### src/common/sigmix_defines.svh
// offsets, field positions, reset values and widths of the signal mixer
`ifndef SIGMIX_DEFINES_SVH
`define SIGMIX_DEFINES_SVH

// ***************************************************
// register offsets (byte addresses on the plain port)
// ***************************************************
`define SIGMIX_ADDR_W 12
`define SIGMIX_OFS_CONTROL_0 12'hf4c
`define SIGMIX_OFS_CONTROL_1 12'hf4d
`define SIGMIX_OFS_SOURCE 12'hf4e
`define SIGMIX_OFS_CARRIER_LOW 12'hf4f
`define SIGMIX_OFS_CARRIER_HIGH 12'hf50

// ***************************************************
// field positions
// ***************************************************
`define SIGMIX_C0_ENABLE 7
`define SIGMIX_C0_OUT 5
`define SIGMIX_C0_OUTPUT_INVERT 4
`define SIGMIX_C0_SW_BIT 0
`define SIGMIX_C1_HIGH_INVERT 5
`define SIGMIX_C1_HIGH_SYNC 4
`define SIGMIX_C1_LOW_INVERT 1
`define SIGMIX_C1_LOW_SYNC 0

// ***************************************************
// widths, source codes and reset values
// ***************************************************
`define SIGMIX_MOD_SEL_W 5
`define SIGMIX_CAR_SEL_W 4
`define SIGMIX_SRC_PIN 5'h00
`define SIGMIX_SRC_SW_BIT 5'h1f
`define SIGMIX_CAR_PIN 4'h0
`define SIGMIX_RST_BYTE 8'h00
`define SIGMIX_RST_MOD_SEL 5'h00
`define SIGMIX_RST_CAR_SEL 4'h0

`endif

### src/common/sigmix_pkg.sv
// types shared by the signal mixer modules
`include "sigmix_defines.svh"
package sigmix_pkg;

   // which carrier is feeding the output, one-hot
   typedef enum logic [1:0] {
      SIDE_LOW = 2'b01,
      SIDE_HIGH = 2'b10
   } sigmix_side_e;

   typedef logic [`SIGMIX_MOD_SEL_W-1:0] sigmix_mod_sel_t;
   typedef logic [`SIGMIX_CAR_SEL_W-1:0] sigmix_car_sel_t;

   // every flip-flop of the mixer top
   typedef struct packed {
      logic enable;
      logic output_invert;
      logic sw_bit;
      logic high_invert;
      logic high_sync;
      logic low_invert;
      logic low_sync;
      sigmix_mod_sel_t mod_sel;
      sigmix_car_sel_t low_sel;
      sigmix_car_sel_t high_sel;
      sigmix_side_e side;
      logic [7:0] rdata;
   } sigmix_state_s;

endpackage : sigmix_pkg

### src/hdl/sigmix_sync.sv
// multi-stage synchroniser for a vector of asynchronous levels
`timescale 1ns/1ns

module sigmix_sync #(
   parameter int WIDTH = 8,
   parameter int STAGES = 2
) (
   input wire logic clk_in,
   input wire logic srst_in,
   input wire logic [WIDTH-1:0] async_in,
   output logic [WIDTH-1:0] sync_out
);

   // ***************************************************
   // elaboration checks
   // ***************************************************
   if (STAGES < 2 || WIDTH < 1) begin : g_bad_params
      $error("sigmix_sync needs at least two stages and one bit");
   end

   typedef struct packed {
      logic [STAGES-1:0][WIDTH-1:0] chain;
   } sigmix_sync_s;

   sigmix_sync_s state;
   sigmix_sync_s next_state;

   // ***************************************************
   // shift chain
   // ***************************************************
   // stage 0 is read only by stage 1, never by logic
   always_comb begin
      next_state = state;
      next_state.chain[0] = async_in;
      for (int i = 1; i < STAGES; i++) begin
         next_state.chain[i] = state.chain[i-1];
      end
   end

   always_ff @(posedge clk_in) begin
      if (srst_in) begin
         state <= '0;
      end else begin
         state <= next_state;
      end
   end

   assign sync_out = state.chain[STAGES-1];

endmodule : sigmix_sync

### src/hdl/sigmix_top.sv
// signal mixer: modulator stream gated onto two selectable carriers
`timescale 1ns/1ns
`include "sigmix_defines.svh"

module sigmix_top #(
   parameter int N_MOD_SRC = 32,
   parameter int N_CAR_SRC = 16,
   parameter int SYNC_STAGES = 2
) (
   input wire logic clk_in,
   input wire logic srst_in,
   // register port
   input wire logic [`SIGMIX_ADDR_W-1:0] reg_addr_in,
   input wire logic [7:0] reg_wdata_in,
   input wire logic reg_wr_in,
   input wire logic reg_rd_in,
   output logic [7:0] reg_rdata_out,
   // candidate sources; index 0 of each vector is unused (pin code)
   input wire logic [N_MOD_SRC-1:0] modulator_periph_in,
   input wire logic [N_CAR_SRC-1:0] carrier_periph_in,
   input wire logic modulator_pin_in,
   input wire logic carrier_high_pin_in,
   input wire logic carrier_low_pin_in,
   // toward the pin routing logic
   output logic mixer_output_pin_out
);

   // ***************************************************
   // elaboration checks
   // ***************************************************
   if (N_MOD_SRC != (1 << `SIGMIX_MOD_SEL_W)) begin : g_bad_mod
      $error("sigmix_top: N_MOD_SRC must match the modulator select width");
   end
   if (N_CAR_SRC != (1 << `SIGMIX_CAR_SEL_W)) begin : g_bad_car
      $error("sigmix_top: N_CAR_SRC must match the carrier select width");
   end

   // ***************************************************
   // helpers
   // ***************************************************
   // modulator pick: pin, software bit or peripheral
   function automatic logic pick_mod(
      input logic [N_MOD_SRC-1:0] periph,
      input logic pin,
      input logic sw,
      input sigmix_pkg::sigmix_mod_sel_t sel
   );
      logic r;
      r = periph[sel];
      if (sel == `SIGMIX_SRC_PIN) begin
         r = pin;
      end else if (sel == `SIGMIX_SRC_SW_BIT) begin
         r = sw;
      end
      return r;
   endfunction : pick_mod

   // carrier pick with optional inversion
   function automatic logic pick_car(
      input logic [N_CAR_SRC-1:0] periph,
      input logic pin,
      input sigmix_pkg::sigmix_car_sel_t sel,
      input logic invert
   );
      logic r;
      r = periph[sel];
      if (sel == `SIGMIX_CAR_PIN) begin
         r = pin;
      end
      return r ^ invert;
   endfunction : pick_car

   // ***************************************************
   // state
   // ***************************************************
   sigmix_pkg::sigmix_state_s state;
   sigmix_pkg::sigmix_state_s next_state;

   logic [N_MOD_SRC-1:0] mod_periph_s;
   logic [N_CAR_SRC-1:0] car_periph_s;
   logic [2:0] pins_s;
   logic mod_raw;
   logic high_raw;
   logic low_raw;
   logic mod_s;
   logic high_s;
   logic low_s;
   logic holding;
   logic bridging;
   logic keep_side;
   logic use_high;
   logic mixed;
   logic out_level;
   logic [7:0] control_0_rd;
   logic [7:0] control_1_rd;

   // ***************************************************
   // synchronised copies for the switch-over logic
   // ***************************************************
   // only the hold decision needs clean levels; the gating path
   // below reads the raw sources so fast carriers pass through
   sigmix_sync #(
      .WIDTH(N_MOD_SRC + N_CAR_SRC + 3),
      .STAGES(SYNC_STAGES)
   ) u_sync (
      .clk_in(clk_in),
      .srst_in(srst_in),
      .async_in({modulator_periph_in, carrier_periph_in,
                 modulator_pin_in, carrier_high_pin_in, carrier_low_pin_in}),
      .sync_out({mod_periph_s, car_periph_s, pins_s})
   );

   // ***************************************************
   // source selection, raw and synchronised
   // ***************************************************
   // raw picks feed the output, synced picks feed the hold logic
   always_comb begin
      mod_raw = pick_mod(modulator_periph_in, modulator_pin_in,
                         state.sw_bit, state.mod_sel);
      high_raw = pick_car(carrier_periph_in, carrier_high_pin_in,
                          state.high_sel, state.high_invert);
      low_raw = pick_car(carrier_periph_in, carrier_low_pin_in,
                         state.low_sel, state.low_invert);
      mod_s = pick_mod(mod_periph_s, pins_s[2], state.sw_bit, state.mod_sel);
      high_s = pick_car(car_periph_s, pins_s[1], state.high_sel, state.high_invert);
      low_s = pick_car(car_periph_s, pins_s[0], state.low_sel, state.low_invert);
   end

   // ***************************************************
   // carrier hand-over
   // ***************************************************
   // holding: the modulator has moved away from the side in use,
   // sync is on for that side and its carrier pulse is still high;
   // bridging covers the synchroniser delay, while the raw modulator
   // has moved but its synced copy has not, so the pulse is never cut
   always_comb begin
      holding = 1'b0;
      bridging = 1'b0;
      if (state.side == sigmix_pkg::SIDE_HIGH) begin
         holding = !mod_s && state.high_sync && high_s;
         bridging = mod_s && !mod_raw && state.high_sync && high_raw;
      end else begin
         holding = mod_s && state.low_sync && low_s;
         bridging = !mod_s && mod_raw && state.low_sync && low_raw;
      end
      keep_side = holding || bridging;
   end

   // while no hold is pending the raw modulator steers directly,
   // so unsynchronised switching costs no latency
   always_comb begin
      use_high = mod_raw;
      if (keep_side) begin
         use_high = (state.side == sigmix_pkg::SIDE_HIGH);
      end
   end

   // ***************************************************
   // output gating
   // ***************************************************
   // the and-form keeps the carrier gated by the modulator level;
   // a held pulse is passed with its own carrier only
   always_comb begin
      if (use_high) begin
         mixed = high_raw & (mod_raw | keep_side);
      end else begin
         mixed = low_raw & (!mod_raw | keep_side);
      end
   end

   // disabled output is low whatever the invert bit says
   assign out_level = state.enable ? (mixed ^ state.output_invert) : 1'b0;
   assign mixer_output_pin_out = out_level;

   // ***************************************************
   // read views
   // ***************************************************
   // status bit shows the level as seen through the side logic;
   // very fast carriers may read stale, a known limitation
   always_comb begin
      control_0_rd = `SIGMIX_RST_BYTE;
      control_0_rd[`SIGMIX_C0_ENABLE] = state.enable;
      control_0_rd[`SIGMIX_C0_OUT] = out_level;
      control_0_rd[`SIGMIX_C0_OUTPUT_INVERT] = state.output_invert;
      control_0_rd[`SIGMIX_C0_SW_BIT] = state.sw_bit;
      control_1_rd = `SIGMIX_RST_BYTE;
      control_1_rd[`SIGMIX_C1_HIGH_INVERT] = state.high_invert;
      control_1_rd[`SIGMIX_C1_HIGH_SYNC] = state.high_sync;
      control_1_rd[`SIGMIX_C1_LOW_INVERT] = state.low_invert;
      control_1_rd[`SIGMIX_C1_LOW_SYNC] = state.low_sync;
   end

   // ***************************************************
   // next state: side tracking, register writes, read data
   // ***************************************************
   always_comb begin
      next_state = state;
      // side follows the synced modulator unless a pulse is held
      if (!holding) begin
         next_state.side = mod_s ? sigmix_pkg::SIDE_HIGH : sigmix_pkg::SIDE_LOW;
      end
      // writes; enable touches nothing but its own bit
      if (reg_wr_in) begin
         if (reg_addr_in == `SIGMIX_OFS_CONTROL_0) begin
            next_state.enable = reg_wdata_in[`SIGMIX_C0_ENABLE];
            next_state.output_invert = reg_wdata_in[`SIGMIX_C0_OUTPUT_INVERT];
            next_state.sw_bit = reg_wdata_in[`SIGMIX_C0_SW_BIT];
         end else if (reg_addr_in == `SIGMIX_OFS_CONTROL_1) begin
            next_state.high_invert = reg_wdata_in[`SIGMIX_C1_HIGH_INVERT];
            next_state.high_sync = reg_wdata_in[`SIGMIX_C1_HIGH_SYNC];
            next_state.low_invert = reg_wdata_in[`SIGMIX_C1_LOW_INVERT];
            next_state.low_sync = reg_wdata_in[`SIGMIX_C1_LOW_SYNC];
         end else if (reg_addr_in == `SIGMIX_OFS_SOURCE) begin
            next_state.mod_sel = reg_wdata_in[`SIGMIX_MOD_SEL_W-1:0];
         end else if (reg_addr_in == `SIGMIX_OFS_CARRIER_LOW) begin
            next_state.low_sel = reg_wdata_in[`SIGMIX_CAR_SEL_W-1:0];
         end else if (reg_addr_in == `SIGMIX_OFS_CARRIER_HIGH) begin
            next_state.high_sel = reg_wdata_in[`SIGMIX_CAR_SEL_W-1:0];
         end
      end
      // read data stands for exactly the cycle after the strobe
      next_state.rdata = `SIGMIX_RST_BYTE;
      if (reg_rd_in) begin
         if (reg_addr_in == `SIGMIX_OFS_CONTROL_0) begin
            next_state.rdata = control_0_rd;
         end else if (reg_addr_in == `SIGMIX_OFS_CONTROL_1) begin
            next_state.rdata = control_1_rd;
         end else if (reg_addr_in == `SIGMIX_OFS_SOURCE) begin
            next_state.rdata = {3'h0, state.mod_sel};
         end else if (reg_addr_in == `SIGMIX_OFS_CARRIER_LOW) begin
            next_state.rdata = {4'h0, state.low_sel};
         end else if (reg_addr_in == `SIGMIX_OFS_CARRIER_HIGH) begin
            next_state.rdata = {4'h0, state.high_sel};
         end
      end
   end

   // ***************************************************
   // registers
   // ***************************************************
   // reset clears enable on the same edge as every other field so the pin is low from the first edge
   always_ff @(posedge clk_in) begin
      if (srst_in) begin
         state.enable <= 1'b0;
         state.output_invert <= 1'b0;
         state.sw_bit <= 1'b0;
         state.high_invert <= 1'b0;
         state.high_sync <= 1'b0;
         state.low_invert <= 1'b0;
         state.low_sync <= 1'b0;
         state.mod_sel <= `SIGMIX_RST_MOD_SEL;
         state.low_sel <= `SIGMIX_RST_CAR_SEL;
         state.high_sel <= `SIGMIX_RST_CAR_SEL;
         state.side <= sigmix_pkg::SIDE_LOW;
         state.rdata <= `SIGMIX_RST_BYTE;
      end else begin
         state <= next_state;
      end
   end

   assign reg_rdata_out = state.rdata;

endmodule : sigmix_top
### config.mk
export PLATFORM = sky130hd
export DESIGN_NAME = sigmix_top
export DESIGN_NICKNAME = d
export VERILOG_FILES = /design/src/common/sigmix_pkg.sv /design/src/hdl/sigmix_sync.sv /design/src/hdl/sigmix_top.sv
export VERILOG_INCLUDE_DIRS = /design/src /design/src/common
export SDC_FILE = /design/constraint.sdc
export NUM_CORES = 1
export LEC_CHECK = 0
export BUFFER_PORTS_ARGS = -buffer_cell sky130_fd_sc_hd__buf_2
export CORE_MARGIN = 3
export CORE_UTILIZATION = 31
export DETAILED_ROUTE_END_ITERATION = 16
export PLACE_DENSITY = 0.46
export SKIP_LAST_GASP = 1
export SLEW_MARGIN = 20
export SYNTH_ARGS = -nofsm -noshare
export SYNTH_HDL_FRONTEND = slang
export SYNTH_HIERARCHICAL = 1
export SYNTH_SLANG_ARGS = --single-unit
### constraint.sdc
create_clock -name clk_in -period 6.2 [get_ports clk_in]
set_clock_uncertainty 0.15 [all_clocks]
set_input_delay 0.93 -clock clk_in [delete_from_list [all_inputs] [get_ports clk_in]]
set_output_delay 0.93 -clock clk_in [all_outputs]
set_load 0.005 [all_outputs]
; Word-level counts from Yosys, hierarchy flattened
; Index checks and enable logic that the tools add are counted.
; W data, S select, Z words.
[word_totals]
ff_bits = 132
latch_bits = 0
ram_bits = 0
rom_bits = 0
input_bits = 75
out_inout_bits = 9
elab_cells = 97
mem_count = 0
[classes]
add_sub_neg = 0
mul = 0
div_mod_pow = 0
magnitude_cmp = 3
n_eq_ne = 7
n_shift = 0
n_mux = 31
bitwise = 14
n_reduce_logical = 25
[op_table]
columns = cell, n
row1 = $eq A12 B12 Y1 const B, 5
row2 = $mux W1, 19
row3 = $bmux W1 S4, 4
row4 = $bmux W1 S5, 2
row5 = $logic_and A1 B1 Y1, 10
row6 = $lt A4 B5 Y1 const B, 2
row7 = $logic_not A4 Y1, 2
row8 = $mux W4, 2
row9 = $mux W8, 1
row10 = $lt A5 B6 Y1 const B, 1
row11 = $mux W6, 1
row12 = $reduce_and A6 Y1, 1
row13 = $reduce_or A6 Y1, 1
row14 = $eq A5 B5 Y1 const B, 1
row15 = $logic_not A5 Y1, 1
row16 = $mux W5, 1
row17 = $not A1 Y1, 5
row18 = $reduce_and A5 Y1, 1
row19 = $xor A1 B1 Y1, 5
row20 = $reduce_and A4 Y1, 1
row21 = $reduce_or A4 Y1, 1
row22 = $reduce_and A3 Y1, 1
row23 = $reduce_or A3 Y1, 1
row24 = $and A1 B1 Y1, 2
row25 = other kinds (7), 9

; Longest topological paths before layout
; Gate-level depths: netlist (run 1).
[depth]
ltp_word = 16
depth_mapped = 11
depth_no_buf = 9

; By module
; Netlist (run 1), hierarchy kept.
[by_module_without_submodules]
columns = module, instances, cells_per_inst, area_each_um2, seq_area_each_um2
row1 = sigmix_sync, 1, 215, 2741.4, 2042.0
row2 = sigmix_top, 1, 251, 2532.4, 580.6

; Worst setup path before layout (run 1)
; No wires, ideal clock.
[synth_path]
kind = input to output
startpoint = input port carrier_periph_in[13]
endpoint = output port mixer_output_pin_out
t_arrival_ps = 2699
required_time_ps = 5120
setup_slack_ps = 2421
stages = 7
path_buffers = 0
path_cell_list = mux4_1 mux4_2 xnor2_1 a21oi_1 o21a_1 or3_1 and3_1
[synth_via]
elab_chain_cells = 12
elab_cells_between_ends = 20
cone_classes = 10 x mux / 7 x bitwise / 3 x reduce/logical
[synth_lines]
columns = element, line_no
row1 = from (decl), sigmix_top.sv:20  ; input wire logic [N_CAR_SRC-1:0] carrier_periph_in,
row2 = $bmux W1 S4, sigmix_top.sv:66  ; r = periph[sel];
row3 = $mux W1 (not written as such), sigmix_top.sv:66
row4 = $mux W1, sigmix_top.sv:67  ; if (sel == `SIGMIX_CAR_PIN) begin
row5 = $xor A1 B1 Y1, sigmix_top.sv:70  ; return r ^ invert;
row6 = "$logic_and A1 B1 Y1, on equally long branches", "sigmix_top.sv:144, sigmix_top.sv:141"
row7 = $mux W1, sigmix_top.sv:139  ; if (state.side == sigmix_pkg::SIDE_HIGH) begin
row8 = $logic_or A1 B1 Y1, sigmix_top.sv:146  ; keep_side = holding || bridging;
row9 = "$or A1 B1 Y1, on equally long branches", "sigmix_top.sv:167, sigmix_top.sv:165"
row10 = "$and A1 B1 Y1, on equally long branches", "sigmix_top.sv:167, sigmix_top.sv:165"
row11 = $mux W1 (*), sigmix_top.sv:164  ; if (use_high) begin
row12 = $xor A1 B1 Y1 (*), sigmix_top.sv:172  ; assign out_level = state.enable ? (mixed ^ state.output_invert) : 1'b0;
row13 = $mux W1 (*), sigmix_top.sv:172
row14 = to (decl), sigmix_top.sv:25  ; output logic mixer_output_pin_out
; Mark *: on every way between the ends. The rest lies on a longest branch, timed or not. The select of a mux whose other input is x is not followed.

; Worst setup path in the final report (run 1)
[layout_path]
startpoint = register state[19] (netlist bit)
endpoint = output port mixer_output_pin_out
[layout_via]
elab_chain_cells = 15
elab_cells_between_ends = 33
cone_classes = 1 x eq/ne / 13 x mux / 5 x bitwise / 14 x reduce/logical
[layout_lines]
columns = element, line_no
row1 = from (decl), sigmix_top.sv:76  ; sigmix_pkg::sigmix_state_s state;
row2 = from (signal assigned), sigmix_top.sv:257  ; state <= next_state;
row3 = $bmux W1 S5, sigmix_top.sv:49  ; r = periph[sel];
row4 = $mux W1 (not written as such), sigmix_top.sv:49
row5 = $mux W1, sigmix_top.sv:52  ; end else if (sel == `SIGMIX_SRC_SW_BIT) begin
row6 = $mux W1, sigmix_top.sv:50  ; if (sel == `SIGMIX_SRC_PIN) begin
row7 = "$logic_not A1 Y1, on equally long branches", n/a
row8 = "$logic_and A1 B1 Y1, on equally long branches (3 in a row)", "sigmix_top.sv:144, sigmix_top.sv:141"
row9 = $mux W1, sigmix_top.sv:139
row10 = $logic_or A1 B1 Y1, sigmix_top.sv:146
row11 = "$or A1 B1 Y1, on equally long branches", "sigmix_top.sv:167, sigmix_top.sv:165"
row12 = "$and A1 B1 Y1, on equally long branches", "sigmix_top.sv:167, sigmix_top.sv:165"
row13 = $mux W1 (*), sigmix_top.sv:164
row14 = $xor A1 B1 Y1 (*), sigmix_top.sv:172
row15 = $mux W1 (*), sigmix_top.sv:172
; Marks and branches as above.

==> flow_summary.json, run 1 <==
{
  "grt_usage_pct": 13.1,
  "finalWirelength_mm": 11.3,
  "hold_buffers": 0,
  "tightest_slew_ns": 0.933,
  "fin_nets": 599,
  "p_leak_nw": 2.45,
  "finalHoldViolations": 0,
  "drc": 0,
  "drv_cap": 0,
  "syn-num-nets": 537,
  "crit_type": "reg2out",
  "place_area_um2": 5690,
  "cts_sinks": 129,
  "required_ns": 5.12,
  "crit_arrival_ns": 3.70,
  "final_cell_mix": "dfxtp_1 (129), nor2b_1 (108), buf_2 (79)",
  "firstDrtPassIters": 4,
  "via_per_inst": 4.53,
  "grt_pass1_vias": 3482,
  "cts_tree": "built",
  "core_um2": 16200,
  "htreeDepth": 4,
  "rrSetupSlack_ns": 2.78,
  "vdd_drop_max_uv": 190,
  "cts-root-buf": "clkbuf_16",
  "avgSynthCellArea_um2": 11.3,
  "setup_viol": 0,
  "synthCells": 462,
  "area_growth_pct": 21.6,
  "final_cells": 753,
  "max_freq_ghz": 0.209,
  "grt_pass1_wl_mm": 18.2,
  "fin_area_um2": 6350,
  "cp_slowest_cell": "dfxtp_1",
  "final_util_pct": 39.2,
  "critPathMaxStageDelay_ns": 0.68,
  "cts_buffers": 17,
  "crit_fanout": 13,
  "final_common_cell": "dfxtp_1",
  "routed-via-count": 3413,
  "slew_viol_final": 0,
  "drive_gt1_share_pct": 26.4,
  "clkTransAtPathRegs_ns": 0.06,
  "power.density_nw_per_um2": 323,
  "grt_antenna_before_repair": 0,
  "dp.cells": 721,
  "insertion_delay_ns": 0.41,
  "chipWidth_um": 136,
  "rsz0062_at_grt": "false",
  "crit_chain": "buf_4 -> mux4_2 -> a2bb2oi_1 -> a21bo_2 -> o31ai_1 -> a21oi_1 -> o21a_1 -> or3_1 -> and3_1 -> buf_2",
  "cts.repair.resized": 0,
  "outcome": "finished, final reports clean",
  "yosysWarnings": 6,
  "die-area_um2": 18400,
  "min_period_ns": 4.78,
  "min_period_over_period_pct": 77.1,
  "start_util_pct": 32.3,
  "overflow": 0,
  "synthesis.area_um2": 5220,
  "die_y_um": 136,
  "wire_per_inst_um": 15.0,
  "slew_headroom_pct": 37.8,
  "critPathCaptureType": "output pin",
  "port_buffers": 80,
  "detail-route-antenna-nets": 0,
  "rows": 46,
  "grt_max_degree": 95,
  "post_cts_buffers": 0,
  "critPathLaunchType": "flip-flop",
  "drt_iter0_drc": 146,
  "holdCritPathClass": "reg2reg",
  "cts_buffer_depth": 2,
  "hpwl_mm": 7.89,
  "ios": 84,
  "tns_ns": 0,
  "place_congestion": 0.764,
  "num_antenna_cells": 0
}
## per-layer routing
metal  vias up  track usage, %  wire (um)
li1       1730               -          -
met1      1583            17.5       5510
met2        83            19.4       4970
met3        17            4.31        580
met4         0            5.38        214
met5         -               0          0
## critical path, delay by kind of cell, from the launching register on
kind	cells	cell delay [ns]
buf+inv	2	0.47
compound gates	5	1.06
simple gates	2	0.54
mux	1	0.53
flops	1	0.68
## power by group
part	internal [W]	switching [W]
Combinational	0.0000504	0.0000433
Clock	0.000747	0.000346
Sequential	0.000860	0.00000665
## path summary, 6_finish.rpt
| path | startpoint | endpoint | cells past startpoint |
|---|---|---|---|
| worst max-delay path | state[19]$_SDFFE_PP0P_ | mixer_output_pin_out | 10 |
| worst max register to register | state[19]$_SDFFE_PP0P_ | reg_rdata_out[5]$_SDFF_PP0_ | 10 |
| worst min register to register | u_sync/next_state[86]$_SDFF_PP0_ | u_sync/sync_out[35]$_SDFF_PP0_ | 1 |
| worst min-delay path | u_sync/next_state[86]$_SDFF_PP0_ | u_sync/sync_out[35]$_SDFF_PP0_ | 1 |
## flip-flops by register name, indices dropped and copies added, names as in the netlist
| name | count |
|---|---|
| control_0_rd | 3 |
| u_sync/sync_out | 50 |
| reg_rdata_out | 7 |
| control_1_rd | 4 |
| state | 15 |
| u_sync/next_state | 50 |
## area by class of cell
cell class / count / area (um2)
clock inverters: 8 / 174
fillers: 1583 / 9830
clock buffers: 24 / 482
flip-flops and latches: 129 / 2580
inverters: 2 / 7.51
multi-input cells: 291 / 2410
well taps: 216 / 270
repair buffers: 83 / 425
## through the flow
step | hold slack [ns] | power (W) | setup WS (ns)
after CTS | 0.281 | 0.00208 | 1.35
after global placement | 0.266 | 0.000978 | 1.79
after global routing | 0.294 | 0.00213 | 1.08
final | 0.280 | 0.00205 | 1.42
after detailed placement | 0.270 | 0.000980 | 1.81
after floorplan | 0.264 | 0.000939 | 2.42
Power figures use the tool's default switching activity.
==> run 2, diff against run 1 <==
--- a/config.mk
+++ b/config.mk
@@ -10,7 +10,7 @@
 export CORE_MARGIN = 3
 export CORE_UTILIZATION = 31
 export DETAILED_ROUTE_END_ITERATION = 16
-export PLACE_DENSITY = 0.46
+export PLACE_DENSITY = 0.48
 export SKIP_LAST_GASP = 1
 export SLEW_MARGIN = 20
 export SYNTH_ARGS = -nofsm -noshare
==> constraint.sdc (replaced) <==
create_clock -name clk_in -period 4.19 [get_ports clk_in]
set_clock_uncertainty 0.15 [all_clocks]
set_input_delay 0.6285 -clock clk_in [delete_from_list [all_inputs] [get_ports clk_in]]
set_output_delay 0.6285 -clock clk_in [all_outputs]
set_load 0.005 [all_outputs]
==> flow_summary.json, run 2 (synthesized netlist as in run 1, its figures left out) <==
{
  "min_period_ns": 4.04,
  "critPathLaunchType": "flip-flop",
  "die-area_um2": 18400,
  "finalHoldViolations": 0,
  "regArea_um2": 2590,
  "rsz0062_at_grt": "false",
  "cts_tree": "built",
  "ios": 84,
  "core_um2": 16200,
  "grt_max_degree": 95,
  "crit_chain": "mux4_1 -> mux4_2 -> xnor2_1 -> a21oi_1 -> o21a_1 -> or3_1 -> and3_1 -> buf_2",
  "vdd_drop_max_uv": 274,
  "outcome": "finished, final reports clean",
  "via_per_inst": 4.54,
  "tightest_slew_ns": 0.930,
  "min_period_over_period_pct": 96.5,
  "crit_arrival_ns": 3.26,
  "grt_pass1_wl_mm": 18.4,
  "drc": 0,
  "tns_ns": 0,
  "drt_iter0_drc": 185,
  "grt_antenna_before_repair": 0,
  "port_buffers": 80,
  "setup_viol": 0,
  "crit_type": "reg2out",
  "critPathMaxStageDelay_ns": 0.65,
  "finalWirelength_mm": 11.2,
  "overflow": 0,
  "wire_per_inst_um": 14.8,
  "die_y_um": 136,
  "required_ns": 3.41,
  "place_area_um2": 5760,
  "hpwl_mm": 8.13,
  "grt_pass1_vias": 3506,
  "power.density_nw_per_um2": 466,
  "grt_usage_pct": 13.1,
  "dp.cells": 728,
  "area_growth_pct": 22.7,
  "p_total_w": 0.00298,
  "final_common_cell": "dfxtp_1",
  "cts_buffers": 17,
  "fin_nets": 606,
  "rows": 46,
  "crit_family": "multiplexers",
  "multi_input_area_um2": 2410,
  "firstDrtPassIters": 4,
  "detail-route-antenna-nets": 0,
  "slew_headroom_pct": 38.0,
  "clkTransAtPathRegs_ns": 0.06,
  "num_antenna_cells": 0,
  "cp_slowest_cell": "mux4_1",
  "n_fill_cell": 1581,
  "routed-via-count": 3453,
  "slew_viol_final": 0,
  "chipWidth_um": 136,
  "hold_buffers": 0,
  "fin_area_um2": 6410,
  "place_congestion": 0.737,
  "cts-root-buf": "clkbuf_16",
  "final_util_pct": 39.6,
  "final_cells": 760,
  "holdCritPathClass": "reg2reg",
  "final_cell_mix": "dfxtp_1 (126), nor2b_1 (108), buf_2 (79)",
  "drv_cap": 0,
  "max_freq_ghz": 0.247,
  "cts_buffer_depth": 2,
  "cts_sinks": 129,
  "crit_fanout": 7,
  "start_util_pct": 32.3,
  "cp.buffers_inverters": 1,
  "p_leak_nw": 2.50,
  "drive_gt1_share_pct": 28.9,
  "critPathCaptureType": "output pin",
  "insertion_delay_ns": 0.42,
  "htreeDepth": 4
}
[run 2: worst reg2reg max path: stages, from the launching register on]
cell,delay (ns)
dfxtp_1,0.64
mux4_1,0.66
mux4_2,0.52
xnor2_1,0.15
a21oi_1,0.06
o21a_1,0.15
or3_1,0.38
nand4b_1,0.10
a21oi_1,0.06
[run 2: stage by stage]
stage / setup WS [ns] / hold slack, ns
after floorplan: 0.964 / 0.264
after global placement: 0.379 / 0.267
after detailed placement: 0.389 / 0.271
after CTS: 0.0209 / 0.269
after global routing: 0.000307 / 0.276
final: 0.148 / 0.283
[run 2: power by group]
part	switching [W]	total [W]	internal (W)	leakage, nW
sequential	0.00000986	0.00128	0.00127	1.06
clock	0.000533	0.00156	0.00103	0.315
combinational	0.0000647	0.000139	0.0000747	1.12
total	0.000607	0.00298	0.00238	2.50
[run 2: worst paths after layout]
kind | start | endpoint | slack, ns | cells past startpoint
max reg2reg | state[14]$_SDFFE_PP0P_ | reg_rdata_out[5]$_SDFF_PP0_ | 1.22 | 8
min | u_sync/next_state[72]$_SDFF_PP0_ | u_sync/sync_out[21]$_SDFF_PP0_ | 0.28 | 1
max | state[14]$_SDFFE_PP0P_ | mixer_output_pin_out | 0.15 | 8
min reg2reg | u_sync/next_state[72]$_SDFF_PP0_ | u_sync/sync_out[21]$_SDFF_PP0_ | 0.28 | 1
[run 2: layout make-up]
type	count	share of cell area [%]
Tap cell	216	4.22
Sequential cell	129	40.4
Clock buffer	20	7.13
Timing Repair Buffer	90	7.71
Multi-Input combinational cell	291	37.7
Inverter	2	0.117
Clock inverter	12	2.79
[run 2: metal layers]
metal / share of wire, % / vias to the layer above / GRT usage [%]
met5: 0 / - / 0
li1: - / 1739 / -
met1: 48 / 1612 / 17.4
met2: 45 / 88 / 19.6
met4: 1.6 / 0 / 5.54
met3: 5.2 / 14 / 4.05
[run 2: repair_timing]
| action | CTS | global route |
|---|---|---|
| endpoints found under the setup margin | 1 | 1 |
| gates resized for setup | 2 | 4 |
| pin swaps | 0 | 1 |
| setup buffers | 0 | 0 |
==> run 3, diff against run 2 <==
--- a/config.mk
+++ b/config.mk
@@ -8,10 +8,9 @@
 export LEC_CHECK = 0
 export BUFFER_PORTS_ARGS = -buffer_cell sky130_fd_sc_hd__buf_2
 export CORE_MARGIN = 3
-export CORE_UTILIZATION = 31
+export CORE_UTILIZATION = 50
 export DETAILED_ROUTE_END_ITERATION = 16
-export PLACE_DENSITY = 0.48
-export SKIP_LAST_GASP = 1
+export PLACE_DENSITY = 0.69
 export SLEW_MARGIN = 20
 export SYNTH_ARGS = -nofsm -noshare
 export SYNTH_HDL_FRONTEND = slang
==> constraint.sdc (replaced) <==
create_clock -name clk_in -period 3.9 [get_ports clk_in]
set_clock_uncertainty 0.15 [all_clocks]
set_input_delay 0.585 -clock clk_in [delete_from_list [all_inputs] [get_ports clk_in]]
set_output_delay 0.585 -clock clk_in [all_outputs]
set_load 0.005 [all_outputs]
==> flow_summary.json, run 3 (synthesized netlist as in run 1, its figures left out) <==
{
  "hpwl_mm": 7.50,
  "outcome": "finished, final reports clean",
  "fin_nets": 619,
  "cts_buffers": 17,
  "chipWidth_um": 108,
  "holdCritPathClass": "in2reg",
  "globalRouteMet3Util_pct": 6.45,
  "grt_use_met2_pct": 29.4,
  "start_util_pct": 52.5,
  "min_period_ns": 3.89,
  "clkTransAtPathRegs_ns": 0.06,
  "grt_pass1_vias": 3464,
  "drt_iter0_drc": 170,
  "reg2reg_to": "reg_rdata_out[5]$_SDFF_PP0_",
  "p_leak_nw": 2.55,
  "area_growth_pct": 24.3,
  "wire_per_inst_um": 15.9,
  "comb_power_share_pct": 4.9,
  "internal_power_w": 0.00249,
  "tightest_slew_ns": 0.630,
  "grt_max_degree": 64,
  "hold_ws_ns": 0.134,
  "die_y_um": 108,
  "port_buffers": 80,
  "switching_power_w": 0.000654,
  "grt-busiest-layer": "met2",
  "power.density_nw_per_um2": 485,
  "rrSetupSlack_ns": 1.12,
  "n_fill_cell": 781,
  "place_area_um2": 5670,
  "crit_type": "reg2out",
  "worstSetupEndpoint": "mixer_output_pin_out",
  "drive_gt1_share_pct": 33.6,
  "p_clk_share_pct": 51.4,
  "firstDrtPassIters": 4,
  "slew_headroom_pct": 58.0,
  "min_period_over_period_pct": 99.8,
  "p_total_w": 0.00315,
  "grt_usage_pct": 19.4,
  "ios": 84,
  "crit_fanout": 10,
  "critPathCaptureType": "output pin",
  "cts_sinks": 129,
  "htreeDepth": 4,
  "final_cell_mix": "dfxtp_1 (123), nor2b_1 (108), buf_2 (78)",
  "grt_antenna_before_repair": 0,
  "crit_start": "state[10]$_SDFFE_PP0P_",
  "core_um2": 9950,
  "drc": 0,
  "hold_start": "modulator_periph_in[29]",
  "regToRegStartpoint": "state[10]$_SDFFE_PP0P_",
  "tns_ns": 0,
  "finalHoldViolations": 0,
  "routed-via-count": 3598,
  "overflow": 0,
  "final_common_cell": "dfxtp_1",
  "dp.cells": 649,
  "die-area_um2": 11700,
  "drv_cap": 0,
  "place_congestion": 0.802,
  "crit_arrival_ns": 3.16,
  "critPathLaunchType": "flip-flop",
  "final_cells": 690,
  "vdd_drop_max_uv": 238,
  "rows": 36,
  "insertion_delay_ns": 0.52,
  "r2r_cells": 10,
  "max_freq_ghz": 0.257,
  "via_per_inst": 5.21,
  "finalWirelength_mm": 10.9,
  "rsz0062_at_grt": "true",
  "setup_viol": 0,
  "detail-route-antenna-nets": 0,
  "cts_buffer_depth": 2,
  "p_seq_share_pct": 43.7,
  "cts_tree": "built",
  "grt_pass1_wl_mm": 17.0,
  "required_ns": 3.16,
  "slew_viol_final": 0,
  "hold_buffers": 0,
  "fin_area_um2": 6490,
  "num_antenna_cells": 0,
  "swShare_pct": 20.8,
  "cts-root-buf": "clkbuf_8",
  "met1_usage_pct": 25.7
}
run 3: worst min path at each step:
stage | end | slack [ns] | cells past startpoint
global route | u_sync/next_state[70]$_SDFF_PP0_ | 0.12 | 2
finish | u_sync/next_state[99]$_SDFF_PP0_ | 0.13 | 2
floorplan | u_sync/sync_out[0]$_SDFF_PP0_ | 0.26 | 1
CTS | u_sync/next_state[99]$_SDFF_PP0_ | 0.11 | 2
global placement | u_sync/sync_out[2]$_SDFF_PP0_ | 0.27 | 1
detailed placement | u_sync/sync_out[44]$_SDFF_PP0_ | 0.27 | 1
run 3: critical path, cell delays in order, from the launching register on:
cell	delay, ns
dfxtp_1	0.34
buf_6	0.18
mux4_2	0.51
mux2i_1	0.24
mux2i_1	0.30
nand2_1	0.14
o2bb2ai_1	0.21
a21oi_2	0.10
or3_4	0.34
and3_4	0.17
buf_6	0.11
run 3: cell type report:
type | instances | area, um2 | area share [%]
clock inverter | 11 | 153 | 2.35
sequential | 129 | 2590 | 40.0
inverter | 2 | 7.51 | 0.116
clock buffer | 21 | 469 | 7.23
timing repair buffer | 103 | 622 | 9.59
multi-input combinational | 291 | 2470 | 38.1
tap | 133 | 166 | 2.57
run 3: repair_timing:
item                       CTS  global route
pin swaps                    2             8
cloned                       0             1
buffers inserted             2             6
resized for setup           12            21
setup endpoints to repair    1             1
run 3: power by group through the flow:
| stage | Clock [W] | Combinational, W | Sequential, W |
|---|---|---|---|
| CTS | 0.00164 | 0.000152 | 0.00138 |
| floorplan | 0 | 0.0000904 | 0.00140 |
| detailed placement | 0 | 0.000150 | 0.00141 |
| global route | 0.00171 | 0.000171 | 0.00138 |
| global placement | 0 | 0.000146 | 0.00140 |
| finish | 0.00162 | 0.000155 | 0.00138 |
run 3: per-layer routing:
metal	wire length, um	part of all wire, %
met1	5000	46
met2	5200	48
met3	593	5.4
met4	154	1.4
met5	0	0
run 3: per-stage QoR:
stage	util [%]	setup WS (ns)
global route	65.2	-0.0934
CTS	63.5	0.00909
global placement	57.0	0.357
finish	65.2	0.00737
floorplan	-	0.717
detailed placement	57.0	0.306
